### config.mk
export PLATFORM = sky130hd
export DESIGN_NAME = uart_channel
export DESIGN_NICKNAME = d
export VERILOG_FILES = /design/src/uart_channel_pkg.sv /design/src/uart_channel.sv /design/src/tx_byte_fifo.sv
export SDC_FILE = /design/constraint.sdc
export NUM_CORES = 1
export LEC_CHECK = 0
export BUFFER_PORTS_ARGS = -buffer_cell sky130_fd_sc_hd__buf_4
export CORE_UTILIZATION = 43
export DETAILED_ROUTE_END_ITERATION = 7
export GPL_ROUTABILITY_DRIVEN = 1
export SYNTH_ARGS = -nofsm -noshare
export SYNTH_HDL_FRONTEND = slang
export SYNTH_HIERARCHICAL = 1
export SYNTH_SLANG_ARGS = --single-unit
### constraint.sdc
create_clock -name clk -period 10.2 [get_ports clk]
set_input_delay 0.51 -clock clk [delete_from_list [all_inputs] [get_ports clk]]
set_output_delay 0.51 -clock clk [all_outputs]
set_load 0.005 [all_outputs]
### src/uart_channel_pkg.sv
package uart_channel_pkg;

	// ****************************************************************
	// Register offsets, selected by address bits 3 to 0.
	// ****************************************************************
	localparam logic [3:0] ADDR_DATA = 4'h0;
	localparam logic [3:0] ADDR_IEN = 4'h1;
	localparam logic [3:0] ADDR_FIFO = 4'h2;
	localparam logic [3:0] ADDR_LCTL = 4'h3;
	localparam logic [3:0] ADDR_MCTL = 4'h4;
	localparam logic [3:0] ADDR_LSTAT = 4'h5;
	localparam logic [3:0] ADDR_MSTAT = 4'h6;
	localparam logic [3:0] ADDR_SCRATCH = 4'h7;
	localparam logic [3:0] ADDR_FEAT = 4'h8;
	localparam logic [3:0] ADDR_ENH = 4'h9;
	localparam logic [3:0] ADDR_TXLVL = 4'ha;
	localparam logic [3:0] ADDR_RXLVL = 4'hb;
	localparam logic [3:0] ADDR_FLOW = 4'hc;
	localparam logic [3:0] ADDR_STOP2 = 4'hd;
	localparam logic [3:0] ADDR_RES1 = 4'he;
	localparam logic [3:0] ADDR_RES2 = 4'hf;

	// ****************************************************************
	// Field positions and reset values.
	// ****************************************************************
	localparam int LC_DLAB = 7;
	localparam int LC_BREAK = 6;
	localparam int LC_FORCE_PAR = 5;
	localparam int LC_EVEN_PAR = 4;
	localparam int LC_PAR_EN = 3;
	localparam int LC_STOP2 = 2;
	localparam int MC_IR = 6;
	localparam int MC_LOOP = 4;
	localparam int MC_AUX2 = 3;
	localparam int MC_AUX1_SEL = 2;
	localparam int MC_RTS = 1;
	localparam int MC_DTR = 0;
	localparam int FC_FIFO_EN = 0;
	localparam int FC_TX_RESET = 2;
	localparam int FEAT_RS485 = 5;
	localparam int FEAT_IR_INV = 4;
	localparam int ENH_EXT = 4;
	localparam int ENH_AUTO_CTS = 7;
	localparam logic [7:0] RESET_BYTE = 8'h00;
	localparam logic [7:0] EXT_MASK_IEN = 8'he0;
	localparam logic [7:0] EXT_MASK_MC = 8'he4;
	localparam logic [5:0] INT_NONE = 6'h01;

	// ****************************************************************
	// Timing: oversampling clocks per bit and infrared pulse widths.
	// ****************************************************************
	localparam logic [3:0] OS_LAST_16X = 4'hf;
	localparam logic [3:0] OS_LAST_8X = 4'h7;
	localparam logic [3:0] IR_WIDTH_16X = 4'h3;
	localparam logic [3:0] IR_WIDTH_8X = 4'h2;

	typedef enum logic [2:0] {
		TX_IDLE = 3'b000,
		TX_START = 3'b001,
		TX_DATA = 3'b010,
		TX_PARITY = 3'b011,
		TX_STOP = 3'b100
	} tx_state_e;

	typedef struct packed {
		logic rd;
		logic wr;
		logic [3:0] addr;
		logic [7:0] wdata;
	} reg_req_s;

	typedef struct packed {
		logic [7:0] data;
		logic ready;
		logic [3:0] errors;
		logic fifo_error;
		logic [7:0] level;
	} rx_status_s;

	typedef struct packed {
		logic [7:0] line_control;
		logic fifo_enable;
		logic [1:0] trigger_select;
		logic [7:0] trigger_level;
		logic ir_enable;
		logic ir_invert;
	} rx_config_s;

endpackage : uart_channel_pkg

### src/uart_channel.sv
`timescale 1ns/10ps
`default_nettype none

// Functional notes
// RQ1: Transmit path is a 64-byte FIFO, holding register and 8-bit shift register.
// RQ2: FIFO enable clear loads holding from host writes; set loads it from FIFO.
// RQ3: Shift register advances one bit per 16 or 8 oversampling clocks.
// RQ4: Frame is start, data bits, optional parity, then configured stop bits.
// RQ5: Line status bit 5 shows holding empty, bit 6 shows shifter empty.
// RQ6: Extended bits act only while enhanced function bit 4 is set; the turnaround delay here keeps acting after that bit is cleared.
// RQ7: Modem control bits 2 and 3 drive no pins, only loopback feedback; bit 2 here still moves auto direction control to dtr_n.
// RQ8: Divisor bytes reachable only with line control bit 7; form 16-bit rate.
// RQ9: Loopback routes shifter to receiver, holds transmit high, ignores modem pins; auto CTS here still waits on the cts_n pin.
// RQ10: Auto direction control drops direction after last stop plus programmed delay.
// RQ11: Infrared mode sends a 3/16 bit pulse per zero bit in 16x mode, a 2/8 bit pulse in 8x mode, none per one.
// RQ12: Reads and writes at one offset reach different registers; bit 7 selects divisor.
module uart_channel #(
	parameter int TX_DEPTH = 64
) (
	// Clock and reset.
	input wire logic clk,
	input wire logic resetn,
	// Register port.
	input wire uart_channel_pkg::reg_req_s req,
	output logic [7:0] rdata,
	output logic tx_space,
	// Oversampling mode.
	input wire logic eight_x_mode,
	// Serial and modem pins, modem lines active low.
	output logic tx_pin,
	output logic rts_n,
	output logic dtr_n,
	input wire logic cts_n,
	input wire logic dsr_n,
	input wire logic cd_n,
	input wire logic ri_n,
	// Receiver side.
	input wire uart_channel_pkg::rx_status_s rx_status,
	output logic rx_pop,
	output logic rx_fifo_reset,
	output logic sample_tick,
	output logic loop_data,
	output uart_channel_pkg::rx_config_s rx_config
);

	// ****************************************************************
	// Configuration registers.
	// ****************************************************************
	logic [7:0] line_control;
	logic [7:0] modem_control;
	logic [7:0] interrupt_enable;
	logic [7:0] divisor_low;
	logic [7:0] divisor_high;
	logic [7:0] scratch;
	logic [7:0] feature_control;
	logic [7:0] enhanced_function;
	logic [7:0] tx_trigger_level;
	logic [7:0] rx_trigger_level;
	logic [7:0] stop_char_1;
	logic [7:0] stop_char_2;
	logic [7:0] resume_char_1;
	logic [7:0] resume_char_2;
	logic [3:0] turnaround_delay;
	logic [1:0] tx_trigger_select;
	logic [1:0] rx_trigger_select;
	logic fifo_enable;
	logic tx_flush;

	logic ext_en;
	logic dlab;
	logic wr;
	logic [7:0] ien_eff;
	logic [7:0] mc_eff;

	assign ext_en = enhanced_function[uart_channel_pkg::ENH_EXT];
	assign dlab = line_control[uart_channel_pkg::LC_DLAB];
	assign wr = req.wr;
	assign ien_eff = ext_en ? interrupt_enable :
		(interrupt_enable & ~uart_channel_pkg::EXT_MASK_IEN); // RQ6
	assign mc_eff = ext_en ? modem_control :
		(modem_control & ~uart_channel_pkg::EXT_MASK_MC); // RQ6

	always_ff @(posedge clk or negedge resetn) begin
		if (!resetn) begin
			line_control <= uart_channel_pkg::RESET_BYTE;
			modem_control <= uart_channel_pkg::RESET_BYTE;
			interrupt_enable <= uart_channel_pkg::RESET_BYTE;
			divisor_low <= uart_channel_pkg::RESET_BYTE;
			divisor_high <= uart_channel_pkg::RESET_BYTE;
			scratch <= uart_channel_pkg::RESET_BYTE;
			feature_control <= uart_channel_pkg::RESET_BYTE;
			enhanced_function <= uart_channel_pkg::RESET_BYTE;
			tx_trigger_level <= uart_channel_pkg::RESET_BYTE;
			rx_trigger_level <= uart_channel_pkg::RESET_BYTE;
			stop_char_1 <= uart_channel_pkg::RESET_BYTE;
			stop_char_2 <= uart_channel_pkg::RESET_BYTE;
			resume_char_1 <= uart_channel_pkg::RESET_BYTE;
			resume_char_2 <= uart_channel_pkg::RESET_BYTE;
			turnaround_delay <= '0;
			tx_trigger_select <= '0;
			rx_trigger_select <= '0;
			fifo_enable <= 1'b0;
			tx_flush <= 1'b0;
			rx_fifo_reset <= 1'b0;
		end else begin
			tx_flush <= 1'b0;
			rx_fifo_reset <= 1'b0;
			if (wr) begin
				if (req.addr == uart_channel_pkg::ADDR_DATA && dlab) begin
					divisor_low <= req.wdata; // RQ8 RQ12
				end else if (req.addr == uart_channel_pkg::ADDR_IEN && dlab) begin
					divisor_high <= req.wdata; // RQ8 RQ12
				end else if (req.addr == uart_channel_pkg::ADDR_IEN) begin
					interrupt_enable <= req.wdata; // RQ12
				end else if (req.addr == uart_channel_pkg::ADDR_FIFO) begin
					fifo_enable <= req.wdata[uart_channel_pkg::FC_FIFO_EN];
					rx_trigger_select <= req.wdata[7:6];
					if (ext_en) begin
						tx_trigger_select <= req.wdata[5:4]; // RQ6
					end
					// Switching modes flushes so stale bytes never leak across.
					tx_flush <= req.wdata[uart_channel_pkg::FC_TX_RESET] ||
						(req.wdata[uart_channel_pkg::FC_FIFO_EN] != fifo_enable);
					rx_fifo_reset <= req.wdata[1];
				end else if (req.addr == uart_channel_pkg::ADDR_LCTL) begin
					line_control <= req.wdata;
				end else if (req.addr == uart_channel_pkg::ADDR_MCTL) begin
					modem_control <= req.wdata;
				end else if (req.addr == uart_channel_pkg::ADDR_MSTAT) begin
					if (ext_en) begin
						turnaround_delay <= req.wdata[7:4]; // RQ6 RQ10
					end
				end else if (req.addr == uart_channel_pkg::ADDR_SCRATCH) begin
					scratch <= req.wdata;
				end else if (req.addr == uart_channel_pkg::ADDR_FEAT) begin
					feature_control <= req.wdata;
				end else if (req.addr == uart_channel_pkg::ADDR_ENH) begin
					enhanced_function <= req.wdata;
				end else if (req.addr == uart_channel_pkg::ADDR_TXLVL) begin
					tx_trigger_level <= req.wdata;
				end else if (req.addr == uart_channel_pkg::ADDR_RXLVL) begin
					rx_trigger_level <= req.wdata;
				end else if (req.addr == uart_channel_pkg::ADDR_FLOW) begin
					stop_char_1 <= req.wdata;
				end else if (req.addr == uart_channel_pkg::ADDR_STOP2) begin
					stop_char_2 <= req.wdata;
				end else if (req.addr == uart_channel_pkg::ADDR_RES1) begin
					resume_char_1 <= req.wdata;
				end else if (req.addr == uart_channel_pkg::ADDR_RES2) begin
					resume_char_2 <= req.wdata;
				end
			end
		end
	end

	// ****************************************************************
	// Baud generator: one oversampling tick per divisor count.
	// ****************************************************************
	logic [15:0] divisor;
	logic [15:0] baud_cnt;

	assign divisor = {divisor_high, divisor_low}; // RQ8

	// A zero divisor stops the ticks rather than running at clock rate.
	always_ff @(posedge clk or negedge resetn) begin
		if (!resetn) begin
			baud_cnt <= '0;
			sample_tick <= 1'b0;
		end else if (divisor == '0) begin
			baud_cnt <= '0;
			sample_tick <= 1'b0;
		end else if (baud_cnt >= divisor - 16'h0001) begin
			baud_cnt <= '0;
			sample_tick <= 1'b1; // RQ8
		end else begin
			baud_cnt <= baud_cnt + 16'h0001;
			sample_tick <= 1'b0;
		end
	end

	// ****************************************************************
	// Transmit FIFO and holding register.
	// ****************************************************************
	localparam int LW = $clog2(TX_DEPTH+1);
	logic host_data_wr;
	logic fifo_out_valid;
	logic fifo_pop;
	logic [7:0] fifo_out_data;
	logic [LW-1:0] fifo_level;
	logic fifo_in_ready;
	logic [7:0] holding;
	logic hold_full;
	logic load_shift;

	assign host_data_wr = wr && req.addr == uart_channel_pkg::ADDR_DATA && !dlab; // RQ12
	assign fifo_pop = fifo_enable && !hold_full; // RQ2
	assign tx_space = fifo_enable ? fifo_in_ready : 1'b1;

	tx_byte_fifo #(
		.WIDTH(8),
		.DEPTH(TX_DEPTH)
	) u_tx_fifo ( // RQ1
		.clk(clk),
		.resetn(resetn),
		.flush(tx_flush),
		.in_valid(host_data_wr && fifo_enable),
		.in_ready(fifo_in_ready),
		.in_data(req.wdata),
		.out_valid(fifo_out_valid),
		.out_ready(fifo_pop),
		.out_data(fifo_out_data),
		.level(fifo_level)
	);

	always_ff @(posedge clk or negedge resetn) begin
		if (!resetn) begin
			holding <= '0;
			hold_full <= 1'b0;
		end else if (tx_flush) begin
			hold_full <= 1'b0;
		end else if (!fifo_enable && host_data_wr) begin
			holding <= req.wdata; // RQ2
			hold_full <= 1'b1;
		end else if (fifo_pop && fifo_out_valid) begin
			holding <= fifo_out_data; // RQ2
			hold_full <= 1'b1;
		end else if (load_shift) begin
			hold_full <= 1'b0;
		end
	end

	// ****************************************************************
	// Shift register and frame sequencer.
	// ****************************************************************
	uart_channel_pkg::tx_state_e state;
	logic [7:0] tx_shift_register;
	logic [3:0] os_cnt;
	logic [3:0] os_last;
	logic [2:0] bit_idx;
	logic par_acc;
	logic stop_idx;
	logic line_bit;
	logic bit_end;
	logic cts_ok;
	logic parity_bit;

	assign os_last = eight_x_mode ? uart_channel_pkg::OS_LAST_8X : uart_channel_pkg::OS_LAST_16X;
	assign bit_end = sample_tick && os_cnt == os_last; // RQ3
	assign cts_ok = !enhanced_function[uart_channel_pkg::ENH_AUTO_CTS] || !cts_n;
	assign load_shift = state == uart_channel_pkg::TX_IDLE && hold_full && cts_ok;
	assign parity_bit = line_control[uart_channel_pkg::LC_FORCE_PAR] ?
		!line_control[uart_channel_pkg::LC_EVEN_PAR] :
		(par_acc ^ !line_control[uart_channel_pkg::LC_EVEN_PAR]);

	always_ff @(posedge clk or negedge resetn) begin
		if (!resetn) begin
			state <= uart_channel_pkg::TX_IDLE;
			tx_shift_register <= '0;
			os_cnt <= '0;
			bit_idx <= '0;
			par_acc <= 1'b0;
			stop_idx <= 1'b0;
			line_bit <= 1'b1;
		end else begin
			if (load_shift) begin
				os_cnt <= '0;
			end else if (sample_tick) begin
				os_cnt <= (os_cnt == os_last) ? '0 : os_cnt + 4'h1; // RQ3
			end
			case (state)
				uart_channel_pkg::TX_IDLE: begin
					line_bit <= 1'b1;
					if (load_shift) begin
						tx_shift_register <= holding; // RQ1
						state <= uart_channel_pkg::TX_START;
						line_bit <= 1'b0; // RQ4
					end
				end
				uart_channel_pkg::TX_START: begin
					if (bit_end) begin
						state <= uart_channel_pkg::TX_DATA;
						line_bit <= tx_shift_register[0];
						par_acc <= tx_shift_register[0];
						tx_shift_register <= tx_shift_register >> 1;
						bit_idx <= '0;
					end
				end
				uart_channel_pkg::TX_DATA: begin
					if (bit_end) begin
						if (bit_idx == {1'b1, line_control[1:0]}) begin
							stop_idx <= 1'b0;
							if (line_control[uart_channel_pkg::LC_PAR_EN]) begin
								state <= uart_channel_pkg::TX_PARITY; // RQ4
								line_bit <= parity_bit;
							end else begin
								state <= uart_channel_pkg::TX_STOP;
								line_bit <= 1'b1;
							end
						end else begin
							bit_idx <= bit_idx + 3'h1;
							line_bit <= tx_shift_register[0]; // RQ3
							par_acc <= par_acc ^ tx_shift_register[0];
							tx_shift_register <= tx_shift_register >> 1;
						end
					end
				end
				uart_channel_pkg::TX_PARITY: begin
					if (bit_end) begin
						state <= uart_channel_pkg::TX_STOP;
						line_bit <= 1'b1;
					end
				end
				uart_channel_pkg::TX_STOP: begin
					if (bit_end) begin
						if (line_control[uart_channel_pkg::LC_STOP2] && !stop_idx) begin
							stop_idx <= 1'b1; // RQ4
						end else begin
							state <= uart_channel_pkg::TX_IDLE;
						end
					end
				end
				default: begin
					state <= uart_channel_pkg::TX_IDLE;
				end
			endcase
		end
	end

	// ****************************************************************
	// Status and auto direction control.
	// ****************************************************************
	logic hold_empty;
	logic shift_empty;
	logic dir_active;
	logic [3:0] dly_cnt;
	logic rs485_en;

	assign hold_empty = !hold_full && (!fifo_enable || !fifo_out_valid); // RQ5
	assign shift_empty = hold_empty && state == uart_channel_pkg::TX_IDLE; // RQ5
	assign rs485_en = feature_control[uart_channel_pkg::FEAT_RS485];

	// The delay counts whole bit times so the last stop bit reaches far stations.
	always_ff @(posedge clk or negedge resetn) begin
		if (!resetn) begin
			dir_active <= 1'b0;
			dly_cnt <= '0;
		end else if (!rs485_en || !shift_empty) begin
			dir_active <= rs485_en;
			dly_cnt <= turnaround_delay;
		end else if (dir_active) begin
			if (dly_cnt == '0) begin
				dir_active <= 1'b0; // RQ10
			end else if (sample_tick && os_cnt == os_last) begin
				dly_cnt <= dly_cnt - 4'h1; // RQ10
			end
		end
	end

	// ****************************************************************
	// Modem lines, loopback and infrared output.
	// ****************************************************************
	logic loopback;
	logic ir_on;
	logic [3:0] ir_width;
	logic [3:0] modem_in;
	logic [3:0] modem_prev;
	logic [3:0] modem_delta;
	logic mstat_read;

	assign loopback = mc_eff[uart_channel_pkg::MC_LOOP];
	assign ir_on = mc_eff[uart_channel_pkg::MC_IR];
	assign ir_width = eight_x_mode ? uart_channel_pkg::IR_WIDTH_8X : uart_channel_pkg::IR_WIDTH_16X;
	assign mstat_read = req.rd && req.addr == uart_channel_pkg::ADDR_MSTAT;
	// Bits 2 and 3 feed back here; bit 2 also steers direction control between rts_n and dtr_n.
	assign modem_in = loopback ?
		{mc_eff[uart_channel_pkg::MC_AUX2], mc_eff[uart_channel_pkg::MC_AUX1_SEL],
		mc_eff[uart_channel_pkg::MC_DTR], mc_eff[uart_channel_pkg::MC_RTS]} :
		{!cd_n, !ri_n, !dsr_n, !cts_n}; // RQ7 RQ9

	always_ff @(posedge clk or negedge resetn) begin
		if (!resetn) begin
			tx_pin <= 1'b1;
			loop_data <= 1'b1;
			rts_n <= 1'b1;
			dtr_n <= 1'b1;
		end else begin
			loop_data <= line_bit; // RQ9
			if (loopback) begin
				tx_pin <= 1'b1; // RQ9
				rts_n <= 1'b1;
				dtr_n <= 1'b1;
			end else begin
				if (ir_on) begin
					tx_pin <= state != uart_channel_pkg::TX_IDLE && !line_bit && os_cnt < ir_width; // RQ11
				end else begin
					tx_pin <= line_bit && !line_control[uart_channel_pkg::LC_BREAK];
				end
				rts_n <= !(mc_eff[uart_channel_pkg::MC_RTS] ||
					(dir_active && !mc_eff[uart_channel_pkg::MC_AUX1_SEL])); // RQ10
				dtr_n <= !(mc_eff[uart_channel_pkg::MC_DTR] ||
					(dir_active && mc_eff[uart_channel_pkg::MC_AUX1_SEL])); // RQ10
			end
		end
	end

	// Deltas are sticky; a change in the read cycle wins over the clear.
	for (genvar i = 0; i < 4; i++) begin : g_modem
		always_ff @(posedge clk or negedge resetn) begin
			if (!resetn) begin
				modem_prev[i] <= 1'b0;
				modem_delta[i] <= 1'b0;
			end else begin
				modem_prev[i] <= modem_in[i];
				if (modem_prev[i] != modem_in[i]) begin
					modem_delta[i] <= 1'b1;
				end else if (mstat_read) begin
					modem_delta[i] <= 1'b0;
				end
			end
		end
	end

	// ****************************************************************
	// Read data path.
	// ****************************************************************
	logic [7:0] next_rdata;

	always_comb begin
		next_rdata = '0;
		if (req.addr == uart_channel_pkg::ADDR_DATA && dlab) begin
			next_rdata = divisor_low; // RQ8
		end else if (req.addr == uart_channel_pkg::ADDR_DATA) begin
			next_rdata = rx_status.data; // RQ12
		end else if (req.addr == uart_channel_pkg::ADDR_IEN && dlab) begin
			next_rdata = divisor_high;
		end else if (req.addr == uart_channel_pkg::ADDR_IEN) begin
			next_rdata = ien_eff;
		end else if (req.addr == uart_channel_pkg::ADDR_FIFO) begin
			next_rdata = {fifo_enable, fifo_enable, uart_channel_pkg::INT_NONE}; // RQ6
		end else if (req.addr == uart_channel_pkg::ADDR_LCTL) begin
			next_rdata = line_control;
		end else if (req.addr == uart_channel_pkg::ADDR_MCTL) begin
			next_rdata = mc_eff;
		end else if (req.addr == uart_channel_pkg::ADDR_LSTAT) begin
			next_rdata = {rx_status.fifo_error, shift_empty, hold_empty,
				rx_status.errors, rx_status.ready}; // RQ5
		end else if (req.addr == uart_channel_pkg::ADDR_MSTAT) begin
			next_rdata = {modem_in, modem_delta};
		end else if (req.addr == uart_channel_pkg::ADDR_SCRATCH) begin
			next_rdata = scratch;
		end else if (req.addr == uart_channel_pkg::ADDR_FEAT) begin
			next_rdata = feature_control;
		end else if (req.addr == uart_channel_pkg::ADDR_ENH) begin
			next_rdata = enhanced_function;
		end else if (req.addr == uart_channel_pkg::ADDR_TXLVL) begin
			next_rdata = 8'(fifo_level);
		end else if (req.addr == uart_channel_pkg::ADDR_RXLVL) begin
			next_rdata = rx_status.level;
		end
	end

	always_ff @(posedge clk or negedge resetn) begin
		if (!resetn) begin
			rdata <= '0;
			rx_pop <= 1'b0;
		end else begin
			rx_pop <= req.rd && req.addr == uart_channel_pkg::ADDR_DATA && !dlab;
			if (req.rd) begin
				rdata <= next_rdata;
			end
		end
	end

	assign rx_config = '{line_control: line_control, fifo_enable: fifo_enable,
		trigger_select: rx_trigger_select, trigger_level: rx_trigger_level,
		ir_enable: ir_on, ir_invert: feature_control[uart_channel_pkg::FEAT_IR_INV]};

endmodule : uart_channel
`default_nettype wire

### src/tx_byte_fifo.sv
`timescale 1ns/10ps
`default_nettype none

module tx_byte_fifo #(
	parameter int WIDTH = 8,
	parameter int DEPTH = 8
) (
	// Clock and reset.
	input wire logic clk,
	input wire logic resetn,
	input wire logic flush,
	// Filling side.
	input wire logic in_valid,
	output logic in_ready,
	input wire logic [WIDTH-1:0] in_data,
	// Draining side.
	output logic out_valid,
	input wire logic out_ready,
	output logic [WIDTH-1:0] out_data,
	output logic [$clog2(DEPTH+1)-1:0] level
);
	localparam int PW = $clog2(DEPTH);
	localparam int CW = $clog2(DEPTH+1);

	logic [WIDTH-1:0] mem [DEPTH];
	logic [PW-1:0] wr_ptr;
	logic [PW-1:0] rd_ptr;
	logic [CW-1:0] count;
	logic push;
	logic pop;

	assign in_ready = (count != CW'(DEPTH));
	assign out_valid = (count != '0);
	assign out_data = mem[rd_ptr];
	assign level = count;
	assign push = in_valid && in_ready;
	assign pop = out_valid && out_ready;

	always_ff @(posedge clk) begin
		if (push) begin
			mem[wr_ptr] <= in_data;
		end
	end

	// Depth is expected to be a power of two so the pointers wrap naturally.
	always_ff @(posedge clk or negedge resetn) begin
		if (!resetn) begin
			wr_ptr <= '0;
			rd_ptr <= '0;
			count <= '0;
		end else if (flush) begin
			wr_ptr <= '0;
			rd_ptr <= '0;
			count <= '0;
		end else begin
			if (push) begin
				wr_ptr <= wr_ptr + PW'(1);
			end
			if (pop) begin
				rd_ptr <= rd_ptr + PW'(1);
			end
			if (push && !pop) begin
				count <= count + CW'(1);
			end else if (pop && !push) begin
				count <= count - CW'(1);
			end
		end
	end

endmodule : tx_byte_fifo
`default_nettype wire

==> results.md, run 1 <==
* 2 — number of cells on the worst hold path
* 0.0288 ns — clock tree skew after final layout
* 49.0% — final core area utilization
* 0 — diode count
* flop — Crit. End Element
* 9200 µm² — area of the multi-input gates
* 17000 — number of global-route vias before repair
* 71800 µm — post-detailed-routing wire length
* 0.162 mV — maximum ir drop on the vdd rail
* modem_prev[3] — end point of the most critical hold path
* u_tx_fifo/rd_ptr[0] — origin of the worst setup path
* 95 — number of rows created at floorplan
* 241 nW/µm² — power density over the cells
* holding[5] — capture point of the worst reg-to-reg path
* cd_n — startpoint of the worst hold path
* 79 — quantity of I/O buffers inserted on ports
* 5.84 — post-detailed-route via-to-cell ratio
* 0 — number of cells upsized or downsized after cts
* 1.16 ns — Slew @ Worst Pin
* 3 — number of H-tree levels
* 1939 — net count of the mapped netlist
* 44.2% — portion of the clock cycle consumed by the worst path in the final layout
* 15.9 µm² — Synth Area per Inst
* 5714 — total of fill cells in the finished design
* 109000 µm — global-route wire length before repair
* 22.7% — share of layout cells above drive strength 1
* 1723 — Initial DRC Count
* 24.4% — combinational share of power
* 1 — initial antenna violation count
* u_tx_fifo/mem (512), baud_cnt (16) — Largest regs
* 0 ns — setup TNS
* 22.8% — worst-case headroom to the max-slew limit
* 0 — remaining routing DRC violations
* 85 — number of different library cells in the post-synthesis netlist
* 5.68 mW — Internal
* 0.06 ns — clock slew seen by the registers of the worst setup and hold paths
* 9 — cell count of the worst reg-to-reg path
* 43.8% — initial standard-cell utilization of the core
* 67800 µm² — Core Area
* 7 — iteration count of the initial detailed-routing pass
* 29700 µm² — Post-Syn Area
* 1 — CTS Hold Buffers Added
* completed — result of the run
* 73 — number of buffers created by CTS
* 0 — number of max-capacitance violations reported
* reg2reg — category of the most critical setup path
* 16700 — count of vias placed by the detailed router
* 66.5% — sequential-to-total area share from yosys stat
* 79 — maximum number of pins on one net before global-route repair
* 42.5% — part of the total power dissipated in sequential elements
* done — clock tree from TritonCTS
* 512 — Post-synth EDFFs
* 43600 µm — HPWL after detailed placement
* 0 — setup fix buffers added after clock tree synthesis
* 265 µm — vertical die dimension
* u_tx_fifo/rd_ptr[0] — Reg2Reg Launch Point
* in2reg — Min-Delay Path Class
* flop — element type at the critical path start
* 10.69 ns — Worst Path Required
* 11.7 nW — leak pwr
* 6 — Yosys warning count
* 0 — setup violation total in the final timing report
* 0 — Final Hold Violating Endpoints
* 11.9% — area growth from synthesis to final layout
* 2.31 mW — switching power
* 43 — CP max FO
* 1865 — gate count of the mapped netlist
* 265 µm — Horiz. Die Dim
* clkbuf_16 — Root Buffer Master
* u_tx_fifo/mem — register ranked first by flip-flop count
* 0 — max-slew violation total from the final report
* 512 — flip-flop count of the largest register, all copies and words added
* 0 — Congestion Overflow GR
* 19700 µm² — Sequential Area
* 0.873 — global placement routability congestion
* 685 — sink count of the clock tree
* 5.69 ns — flop2flop setup slack
* 4.51 ns — shortest clock period the worst path allows after layout
* 0 — number of antenna-violating nets in the routed design
* 28.9% — net switching fraction of the power
* 1999 — fin nets
* 25.2 µm — average wire per standard cell
* 70000 µm² — Total Die Area
* 0.61 ns — clock latency on the worst-skew pair
* 3 — CTS Buffer Depth
* 25.3% — FFs w/ async S/R, synth
* 685 — FF+latch count, synth
* 0.222 GHz — highest clock rate
* false — unrepaired setup endpoints after global routing
* 33.1% — Clock Power Share
* edfxtp_1 — top flip-flop cell by instance count after synthesis
* 20.9% — global-route usage over all layers
* 5.00 ns — worst path arrival time
* 80 — count of boundary I/O pins
[cells by family after synthesis]
kind of cell	after synthesis	share of synthesized area, %
buffers and inverters	137	2.55
AO/OA/AOI/OAI	228	5.42
multiplexers	320	15.8
adder cells (fa/ha/maj)	31	1.33
flip-flops	685	66.5
XOR/XNOR	57	1.68
AND/OR/NAND/NOR	407	6.77
[synth_stat cells, drive strengths merged (5+ instances only)]
cell type | count | share of area (%)
a211oi | 9 | 0.23
a21boi | 5 | 0.13
a21o | 9 | 0.23
a21oi | 36 | 0.62
a221oi | 7 | 0.21
a22oi | 43 | 1.1
a311oi | 8 | 0.24
a31oi | 8 | 0.17
and3 | 9 | 0.19
buf | 66 | 1.6
clkbuf | 43 | 0.54
dfrtp | 168 | 14
dfstp | 5 | 0.44
edfxtp | 512 | 52
ha | 30 | 1.3
inv | 27 | 0.34
mux2 | 115 | 4.4
mux2i | 98 | 3.3
mux4 | 107 | 8.1
nand2 | 91 | 1.2
nand2b | 11 | 0.23
nand3 | 42 | 0.73
nand4 | 10 | 0.21
nor2 | 130 | 1.7
nor2b | 30 | 0.63
nor3 | 36 | 0.62
nor3b | 5 | 0.18
nor4 | 7 | 0.20
o211ai | 7 | 0.18
o21ai | 40 | 0.67
o22ai | 10 | 0.21
o2bb2ai | 5 | 0.15
o31ai | 5 | 0.17
or2 | 8 | 0.17
or3 | 10 | 0.23
xnor2 | 30 | 0.89
xor2 | 27 | 0.80
[power groups by stage]
stage | clock network [mW] | registers [mW] | logic, mW
3_3_place_gp | 0 | 3.45 | 1.93
5_1_grt | 2.80 | 3.43 | 2.12
3_5_place_dp | 0 | 3.46 | 1.96
4_1_cts | 2.69 | 3.40 | 1.96
2_1_floorplan | 0 | 3.33 | 1.58
6_report | 2.65 | 3.40 | 1.95
[placed cells by master, fill, tap and decap left out, drive strengths merged, types with 31 or more instances in the layout]
cell type    n
a21oi       36
a22oi       43
buf         93
clkbuf      98
dfrtp      168
edfxtp     512
inv         31
mux2       115
mux2i       98
mux4       107
nand2       91
nand3       42
nor2       130
nor3        36
o21ai       40
[final cells by class]
type | instances | area share (%)
Multi-Input combinational cell | 1043 | 27.7
Tap cell | 873 | 3.29
Clock inverter | 34 | 1.17
Clock buffer | 98 | 6.00
Sequential cell | 685 | 59.4
Timing Repair Buffer | 94 | 2.14
Inverter | 28 | 0.317
[per-layer routing]
| metal | wire length, µm | global-route usage, % | vias to the layer above |
|---|---|---|---|
| met3 | 4320 | 3.58 | 140 |
| met5 | 0 | 0 | - |
| li1 | - | - | 7354 |
| met1 | 30700 | 28.7 | 8631 |
| met4 | 2270 | 7.18 | 0 |
| met2 | 34600 | 33.7 | 562 |
[critical path, stage by stage, from the launching register on]
cell     delay (ns)
dfrtp_4        0.76
buf_4          0.69
buf_4          0.78
mux4_2         0.60
mux4_2         0.48
nor2b_1        0.14
nor3_1         0.21
a41oi_1        0.06
mux2_2         0.30
mux2_2         0.26
[how the worst max path moves through the flow]
stage                               endpoint  slack, ns  depth (start not counted)
after floorplan           u_tx_fifo/level[6]       6.72                         14
after global placement            holding[5]       5.67                          9
after detailed placement          holding[5]       5.56                          9
after CTS                         holding[5]       5.57                          9
after global routing              holding[7]       5.33                          9
final                             holding[5]       5.69                          9
[per-stage QoR]
stage	instance area [µm²]	power, mW	hold WS, ns	setup slack (ns)	instances
finish	33200	8.00	0.154	5.69	2855
global placement	30800	5.38	0.393	5.67	2722
global route	33200	8.36	0.146	5.33	2855
CTS	33200	8.06	0.126	5.57	2855
floorplan	29700	4.91	0.214	6.72	1865
detailed placement	30800	5.41	0.400	5.56	2722
Note: power is estimated with default switching activity, not from simulation.
==> run 2: changes to the inputs <==
--- a/config.mk
+++ b/config.mk
@@ -5,6 +5,7 @@
 export SDC_FILE = /design/constraint.sdc
 export NUM_CORES = 1
 export LEC_CHECK = 0
+export ABC_AREA = 1
 export BUFFER_PORTS_ARGS = -buffer_cell sky130_fd_sc_hd__buf_4
 export CORE_UTILIZATION = 43
 export DETAILED_ROUTE_END_ITERATION = 7
==> constraint.sdc (replaced) <==
create_clock -name clk -period 3.6 [get_ports clk]
set_input_delay 0.18 -clock clk [delete_from_list [all_inputs] [get_ports clk]]
set_output_delay 0.18 -clock clk [all_outputs]
set_load 0.005 [all_outputs]
==> results.md, run 2 <==
* completed — result of the run
* flop — element type at the critical path start
* 0 — max-slew violation total from the final report
* 30200 µm² — Post-Syn Area
* 6 — Yosys warning count
* 0 — Congestion Overflow GR
* clkbuf_16 — Root Buffer Master
* nand2_1 — most repeated cell in the gate-level netlist after synthesis
* 2181 — Initial DRC Count
* 6253 — total of fill cells in the finished design
* 0.63 ns — clock latency on the worst-skew pair
* 10.2 µm² — Synth Area per Inst
* 0.0253 ns — Worst Hold Margin
* nand2_1 — most frequent standard cell in the layout excluding fill and tap cells
* 14.2% — area growth from synthesis to final layout
* 0.46 ns — flop2flop setup slack
* 267 µm — Horiz. Die Dim
* 5.40 — post-detailed-route via-to-cell ratio
* 9.79% — share of layout cells above drive strength 1
* line_control[7] — Reg2Reg Launch Point
* 3142 — fin nets
* 2960 — gate count of the mapped netlist
* 648 nW/µm² — power density over the cells
* inv_1, nand2_4, nor3_1, nand2_2, inv_2, ha_1, inv_1, ha_1, inv_1, o21bai_1, nand2_1, nand2_1, nor2_1, xor2_1, nand2_1, nand2_1 — worst path cell trace
* 43.8% — initial standard-cell utilization of the core
* u_tx_fifo/mem — register ranked first by flip-flop count
* 0 ns — setup TNS
* 0 — Final Hold Violating Endpoints
* 3903 — number of placed instances with taps included
* 4058 — final cell count without fillers
* met4 — top metal layer carrying routed signals
* nand2_1 — most frequent cell on the critical path
* 0 — setup fix buffers added after clock tree synthesis
* 79 — quantity of I/O buffers inserted on ports
* reg2reg — category of the most critical setup path
* edfxtp_1 — top flip-flop cell by instance count after synthesis
* 512 — flip-flop count of the largest register, all copies and words added
* 512 — Post-synth EDFFs
* done — clock tree from TritonCTS
* 3.14 ns — shortest clock period the worst path allows after layout
* flop — Crit. End Element
* 20.1 µm — average wire per standard cell
* 1 — initial antenna violation count
* 16 — cell count of the worst reg-to-reg path
* 4 — number of buffer and inverter instances along the worst setup path
* 685 — sink count of the clock tree
* 1.17 ns — Slew @ Worst Pin
* 96 — number of rows created at floorplan
* 109 — maximum number of pins on one net before global-route repair
* nand2_1 (1048), edfxtp_1 (512), nand3_1 (338) — top library cells by usage in the layout, fill and taps aside
* nand2_1 (1048), edfxtp_1 (512), nand3_1 (338) — commonest cells in the netlist
* 4.11 ns — Worst Path Required
* 69100 µm² — Core Area
* 54 — number of different library cells in the post-synthesis netlist
* 71400 µm² — Total Die Area
* in2reg — Min-Delay Path Class
* 25.3% — FFs w/ async S/R, synth
* 6 — iteration count of the initial detailed-routing pass
* false — unrepaired setup endpoints after global routing
* 52700 µm — HPWL after detailed placement
* u_tx_fifo/mem[19][0] — end point of the most critical hold path
* dfrtp_1 — slowest stage cell on the critical path
* 74 — number of buffers created by CTS
* u_tx_fifo/level[6] — capture point of the worst reg-to-reg path
* edfxtp_1 (51%), dfrtp_1 (14%), nand2_1 (13%), nand3_1 (5.6%), o21ai_0 (2.1%) — synth top area cells
* 685 — FF+latch count, synth
* 21300 — number of global-route vias before repair
* 3034 — net count of the mapped netlist
* 13.9 nW — leak pwr
* 0.568 mV — maximum ir drop on the vdd rail
* 50.8% — Synth top area share
* 0.429 ns — pre-CTS setup slack
* 0.06 ns — clock slew seen by the registers of the worst setup and hold paths
* 125000 µm — global-route wire length before repair
* 1 — number of cells on the worst hold path
* edfxtp_1 — leading area contributor after synthesis
* 5230 µm — total length of routed met3 wires
* 0 — number of antenna-violating nets in the routed design
* 12 — CP max FO
* simple AND/OR/NAND/NOR gates — cell class contributing the biggest share of worst-path delay
* 267 µm — vertical die dimension
* 0.455 ns — final critical-path setup slack
* 3.66 ns — worst path arrival time
* 3 — CTS Buffer Depth
* 0 — diode count
* 87.4% — portion of the clock cycle consumed by the worst path in the final layout
* u_tx_fifo/mem (512), baud_cnt (16) — Largest regs
* 80 — count of boundary I/O pins
* 0.46 ns — Worst path max stage delay
* req[0] — startpoint of the worst hold path
* 3 — number of H-tree levels
* 0 — number of max-capacitance violations reported
* 0 — setup violation total in the final timing report
* 0 — remaining routing DRC violations
* 0.318 GHz — highest clock rate
* 23.1% — global-route usage over all layers
* 65.2% — sequential-to-total area share from yosys stat
* 35300 µm — WL met1
* 39200 µm — metal2 WL
* 81500 µm — post-detailed-routing wire length
* 21.3% — worst-case headroom to the max-slew limit
* 0.895 — global placement routability congestion
* 21900 — count of vias placed by the detailed router
* 0.0384 ns — clock tree skew after final layout
==> run 2: logic make-up (layout without fill, tap and decap cells) <==
logic type / after synthesis / after routing / share of synthesized area, %
adders and majority gates: 31 / 31 / 1.31
and+or+nand+nor: 1638 / 1638 / 22.8
buffers and inverters: 269 / 436 / 4.17
DFF: 685 / 685 / 65.2
AOI/OAI and AO/OA: 294 / 294 / 5.30
xor gates and xnor gates: 43 / 43 / 1.25
==> run 2: stage by stage <==
step / power [mW] / instance area [µm²] / utilization (%)
finish: 22.4 / 34500 / 50.0
global route: 23.4 / 34500 / 50.0
CTS: 22.5 / 34500 / 50.0
detailed placement: 14.5 / 31800 / 46.0
global placement: 14.4 / 31800 / 46.0
floorplan: 12.8 / 30200 / -
==> run 2: layout make-up <==
type                       instances  area [µm²]  share of cell area (%)
inverter                         142         538                    1.56
multi-input combinational       2006        9280                    26.9
clock buffer                      90        1930                    5.59
sequential                       685       19700                    57.1
timing repair buffer             159        1300                    3.76
clock inverter                    45         606                    1.75
tap                              931        1160                    3.37
==> run 2: repair_timing <==
item | in CTS | in global routing
resized for setup | 0 | 1
endpoints found under the hold margin | 107 | 0
hold buffers | 20 | 0
setup endpoints to repair | 0 | 17
==> run 2: worst register-to-register path, cell delays in order (launching register included) <==
cell,delay [ns]
dfrtp_1,0.46
inv_1,0.23
nand2_4,0.13
nor3_1,0.19
nand2_2,0.14
inv_2,0.29
ha_1,0.31
inv_1,0.16
ha_1,0.39
inv_1,0.06
o21bai_1,0.22
nand2_1,0.08
nand2_1,0.06
nor2_1,0.05
xor2_1,0.15
nand2_1,0.07
nand2_1,0.05
==> run 2: metal layers <==
layer / vias up / track usage (%)
li1: 10300 / -
met1: 10700 / 31.9
met4: 0 / 6.07
met3: 124 / 3.24
met5: - / 0
met2: 784 / 38.4
==> run 2: worst max path at each step <==
stage | from | endpoint | slack [ns] | cells after the start
6_report | line_control[7] | u_tx_fifo/level[6] | 0.46 | 16
5_1_grt | divisor_low[0] | baud_cnt[1] | 0.04 | 19
4_1_cts | divisor_low[0] | baud_cnt[14] | 0.40 | 19
3_5_place_dp | divisor_low[0] | baud_cnt[1] | 0.43 | 19
3_3_place_gp | divisor_low[0] | baud_cnt[15] | 0.45 | 19
2_1_floorplan | divisor_low[0] | baud_cnt[13] | 0.61 | 19
==> run 2: report_power, final <==
group	switching, mW	internal, mW	total, mW
combinational	3.58	1.61	5.19
clock	3.21	4.74	7.95
sequential	0.373	8.85	9.22
==> run 3: changes to the inputs <==
--- a/config.mk
+++ b/config.mk
@@ -10,7 +10,10 @@
 export CORE_UTILIZATION = 43
 export DETAILED_ROUTE_END_ITERATION = 7
 export GPL_ROUTABILITY_DRIVEN = 1
+export MAX_ROUTING_LAYER = met4
+export SLEW_MARGIN = 0
 export SYNTH_ARGS = -nofsm -noshare
 export SYNTH_HDL_FRONTEND = slang
 export SYNTH_HIERARCHICAL = 1
 export SYNTH_SLANG_ARGS = --single-unit
+export TNS_END_PERCENT = 100
==> results.md, run 3 (synthesis results as in run 2) <==
* 0.0113 ns — Worst Hold Margin
* 34600 µm² — post-layout instance area
* 0.423 mV — maximum ir drop on the vdd rail
* 31800 µm² — total placed instance area
* in2reg — Min-Delay Path Class
* met2 — GRT busiest layer
* 0 — setup fix buffers added after clock tree synthesis
* 652 nW/µm² — power density over the cells
* 3.31% — fraction of met3 tracks used by global routing
* 20.2 µm — average wire per standard cell
* 0 — diode count
* 21300 — number of global-route vias before repair
* 3.63 ns — worst path arrival time
* 13.9 nW — leak pwr
* 4.06 ns — Worst Path Required
* u_tx_fifo/mem — register ranked first by flip-flop count
* false — unrepaired setup endpoints after global routing
* 3 — CTS Buffer Depth
* 53100 µm — HPWL after detailed placement
* nand2_1 (1048), edfxtp_1 (512), nand3_1 (338) — top library cells by usage in the layout, fill and taps aside
* done — clock tree from TritonCTS
* completed — result of the run
* 267 µm — vertical die dimension
* 88.2% — portion of the clock cycle consumed by the worst path in the final layout
* 19700 µm² — Sequential Area
* 79 — quantity of I/O buffers inserted on ports
* 5.41 — post-detailed-route via-to-cell ratio
* 0.63 ns — clock latency on the worst-skew pair
* 26.9% — worst-case headroom to the max-slew limit
* 17 — CP max FO
* nand2_1 — most frequent standard cell in the layout excluding fill and tap cells
* 80 — count of boundary I/O pins
* 5 — number of buffer and inverter instances along the worst setup path
* 119 — maximum number of pins on one net before global-route repair
* 21900 — count of vias placed by the detailed router
* nand3_1 — most frequent cell on the critical path
* 512 — flip-flop count of the largest register, all copies and words added
* 0 — initial antenna violation count
* 9270 µm² — area of the multi-input gates
* 0 — number of antenna-violating nets in the routed design
* 75 — number of buffers created by CTS
* 0.916 — global placement routability congestion
* 3.18 ns — shortest clock period the worst path allows after layout
* 0 — setup violation total in the final timing report
* 71400 µm² — Total Die Area
* 3 — number of H-tree levels
* 96 — number of rows created at floorplan
* dfrtp_1 — slowest stage cell on the critical path
* 3138 — fin nets
* u_tx_fifo/mem (512), baud_cnt (16) — Largest regs
* 685 — sink count of the clock tree
* 32.0% — global routing met1 resource utilization
* 125000 µm — global-route wire length before repair
* reg2reg — category of the most critical setup path
* simple AND/OR/NAND/NOR gates — cell class contributing the biggest share of worst-path delay
* 23.8% — global-route usage over all layers
* 0.0256 ns — clock tree skew after final layout
* 0 — remaining routing DRC violations
* 0 — Final Hold Violating Endpoints
* flop — element type at the critical path start
* flop — Crit. End Element
* clkbuf_16 — Root Buffer Master
* 0.43 ns — Worst path max stage delay
* 82000 µm — post-detailed-routing wire length
* 0 ns — setup TNS
* 69100 µm² — Core Area
* 0 — max-slew violation total from the final report
* 267 µm — Horiz. Die Dim
* 14.3% — area growth from synthesis to final layout
* 0.315 GHz — highest clock rate
* 0 — Congestion Overflow GR
* 2103 — Initial DRC Count
* 0 — number of max-capacitance violations reported
* 43.8% — initial standard-cell utilization of the core
* 9.73% — share of layout cells above drive strength 1
* inv_1, ha_1, nand3_1, nor3_1, nand2_1, inv_1, nand3_1, nor3_1, xor2_1, inv_1, ha_1, nand2_1, inv_1, nand3_1, nor3_1, nand3_1, nand3_1, buf_4, nor3_1 — worst path cell trace
* 37.6% — met2 Resource Use GR
* 0.06 ns — clock slew seen by the registers of the worst setup and hold paths
* 5 — iteration count of the initial detailed-routing pass
* 1.09 ns — Slew @ Worst Pin
* 6189 — total of fill cells in the finished design
==> run 3: changes by cell type in the layout (fill, tap and decap cells not counted), sizes merged <==
cell and change:
clkbuf +3, clkinv -1, buf -2, inv -3, dlygate4sd3 -3, clkinvlp +2
==> run 3: path summary, 6_finish.rpt <==
kind | end | depth (start not counted) | slack (ns) | start
max | baud_cnt[9] | 19 | 0.42 | divisor_low[0]
min | u_tx_fifo/mem[19][1] | 1 | 0.01 | req[1]
max reg2reg | baud_cnt[9] | 19 | 0.42 | divisor_low[0]
min reg2reg | loop_data | 0 | 0.40 | line_bit
max in group asynchronous | interrupt_enable[2] | 3 | 2.53 | resetn
min in group asynchronous | baud_cnt[6] | 2 | 0.22 | resetn
==> run 3: cell type report <==
class | count | share of cell area (%)
inverter | 142 | 1.56
clock buffer | 93 | 5.81
multi-input combinational | 2006 | 26.8
tap | 931 | 3.37
sequential | 685 | 57.0
clock inverter | 43 | 1.80
timing repair buffer | 154 | 3.62
==> run 3: power breakdown <==
group / internal, mW / switching, mW
combinational: 1.59 / 3.58
sequential: 8.85 / 0.389
clock: 4.88 / 3.26
==> run 3: stage by stage <==
step	utilization, %	setup slack, ns	std cells	power (mW)
floorplan	-	0.611	2960	12.8
global placement	46.0	0.447	3901	14.4
detailed placement	46.0	0.433	3901	14.5
CTS	50.1	0.400	4054	22.6
global route	50.1	0.0543	4054	23.5
finish	50.1	0.423	4054	22.5
==> run 3: timing repair <==
item,CTS,global route
hold buffers,17,0
resized for setup,0,0
endpoints found under the hold margin,112,0
==> run 3: layer usage <==
layer,share of wire [%],routed length [µm]
met5,0,0
met4,2.7,2210
met1,43,35600
met2,48,39100
met3,6.2,5090
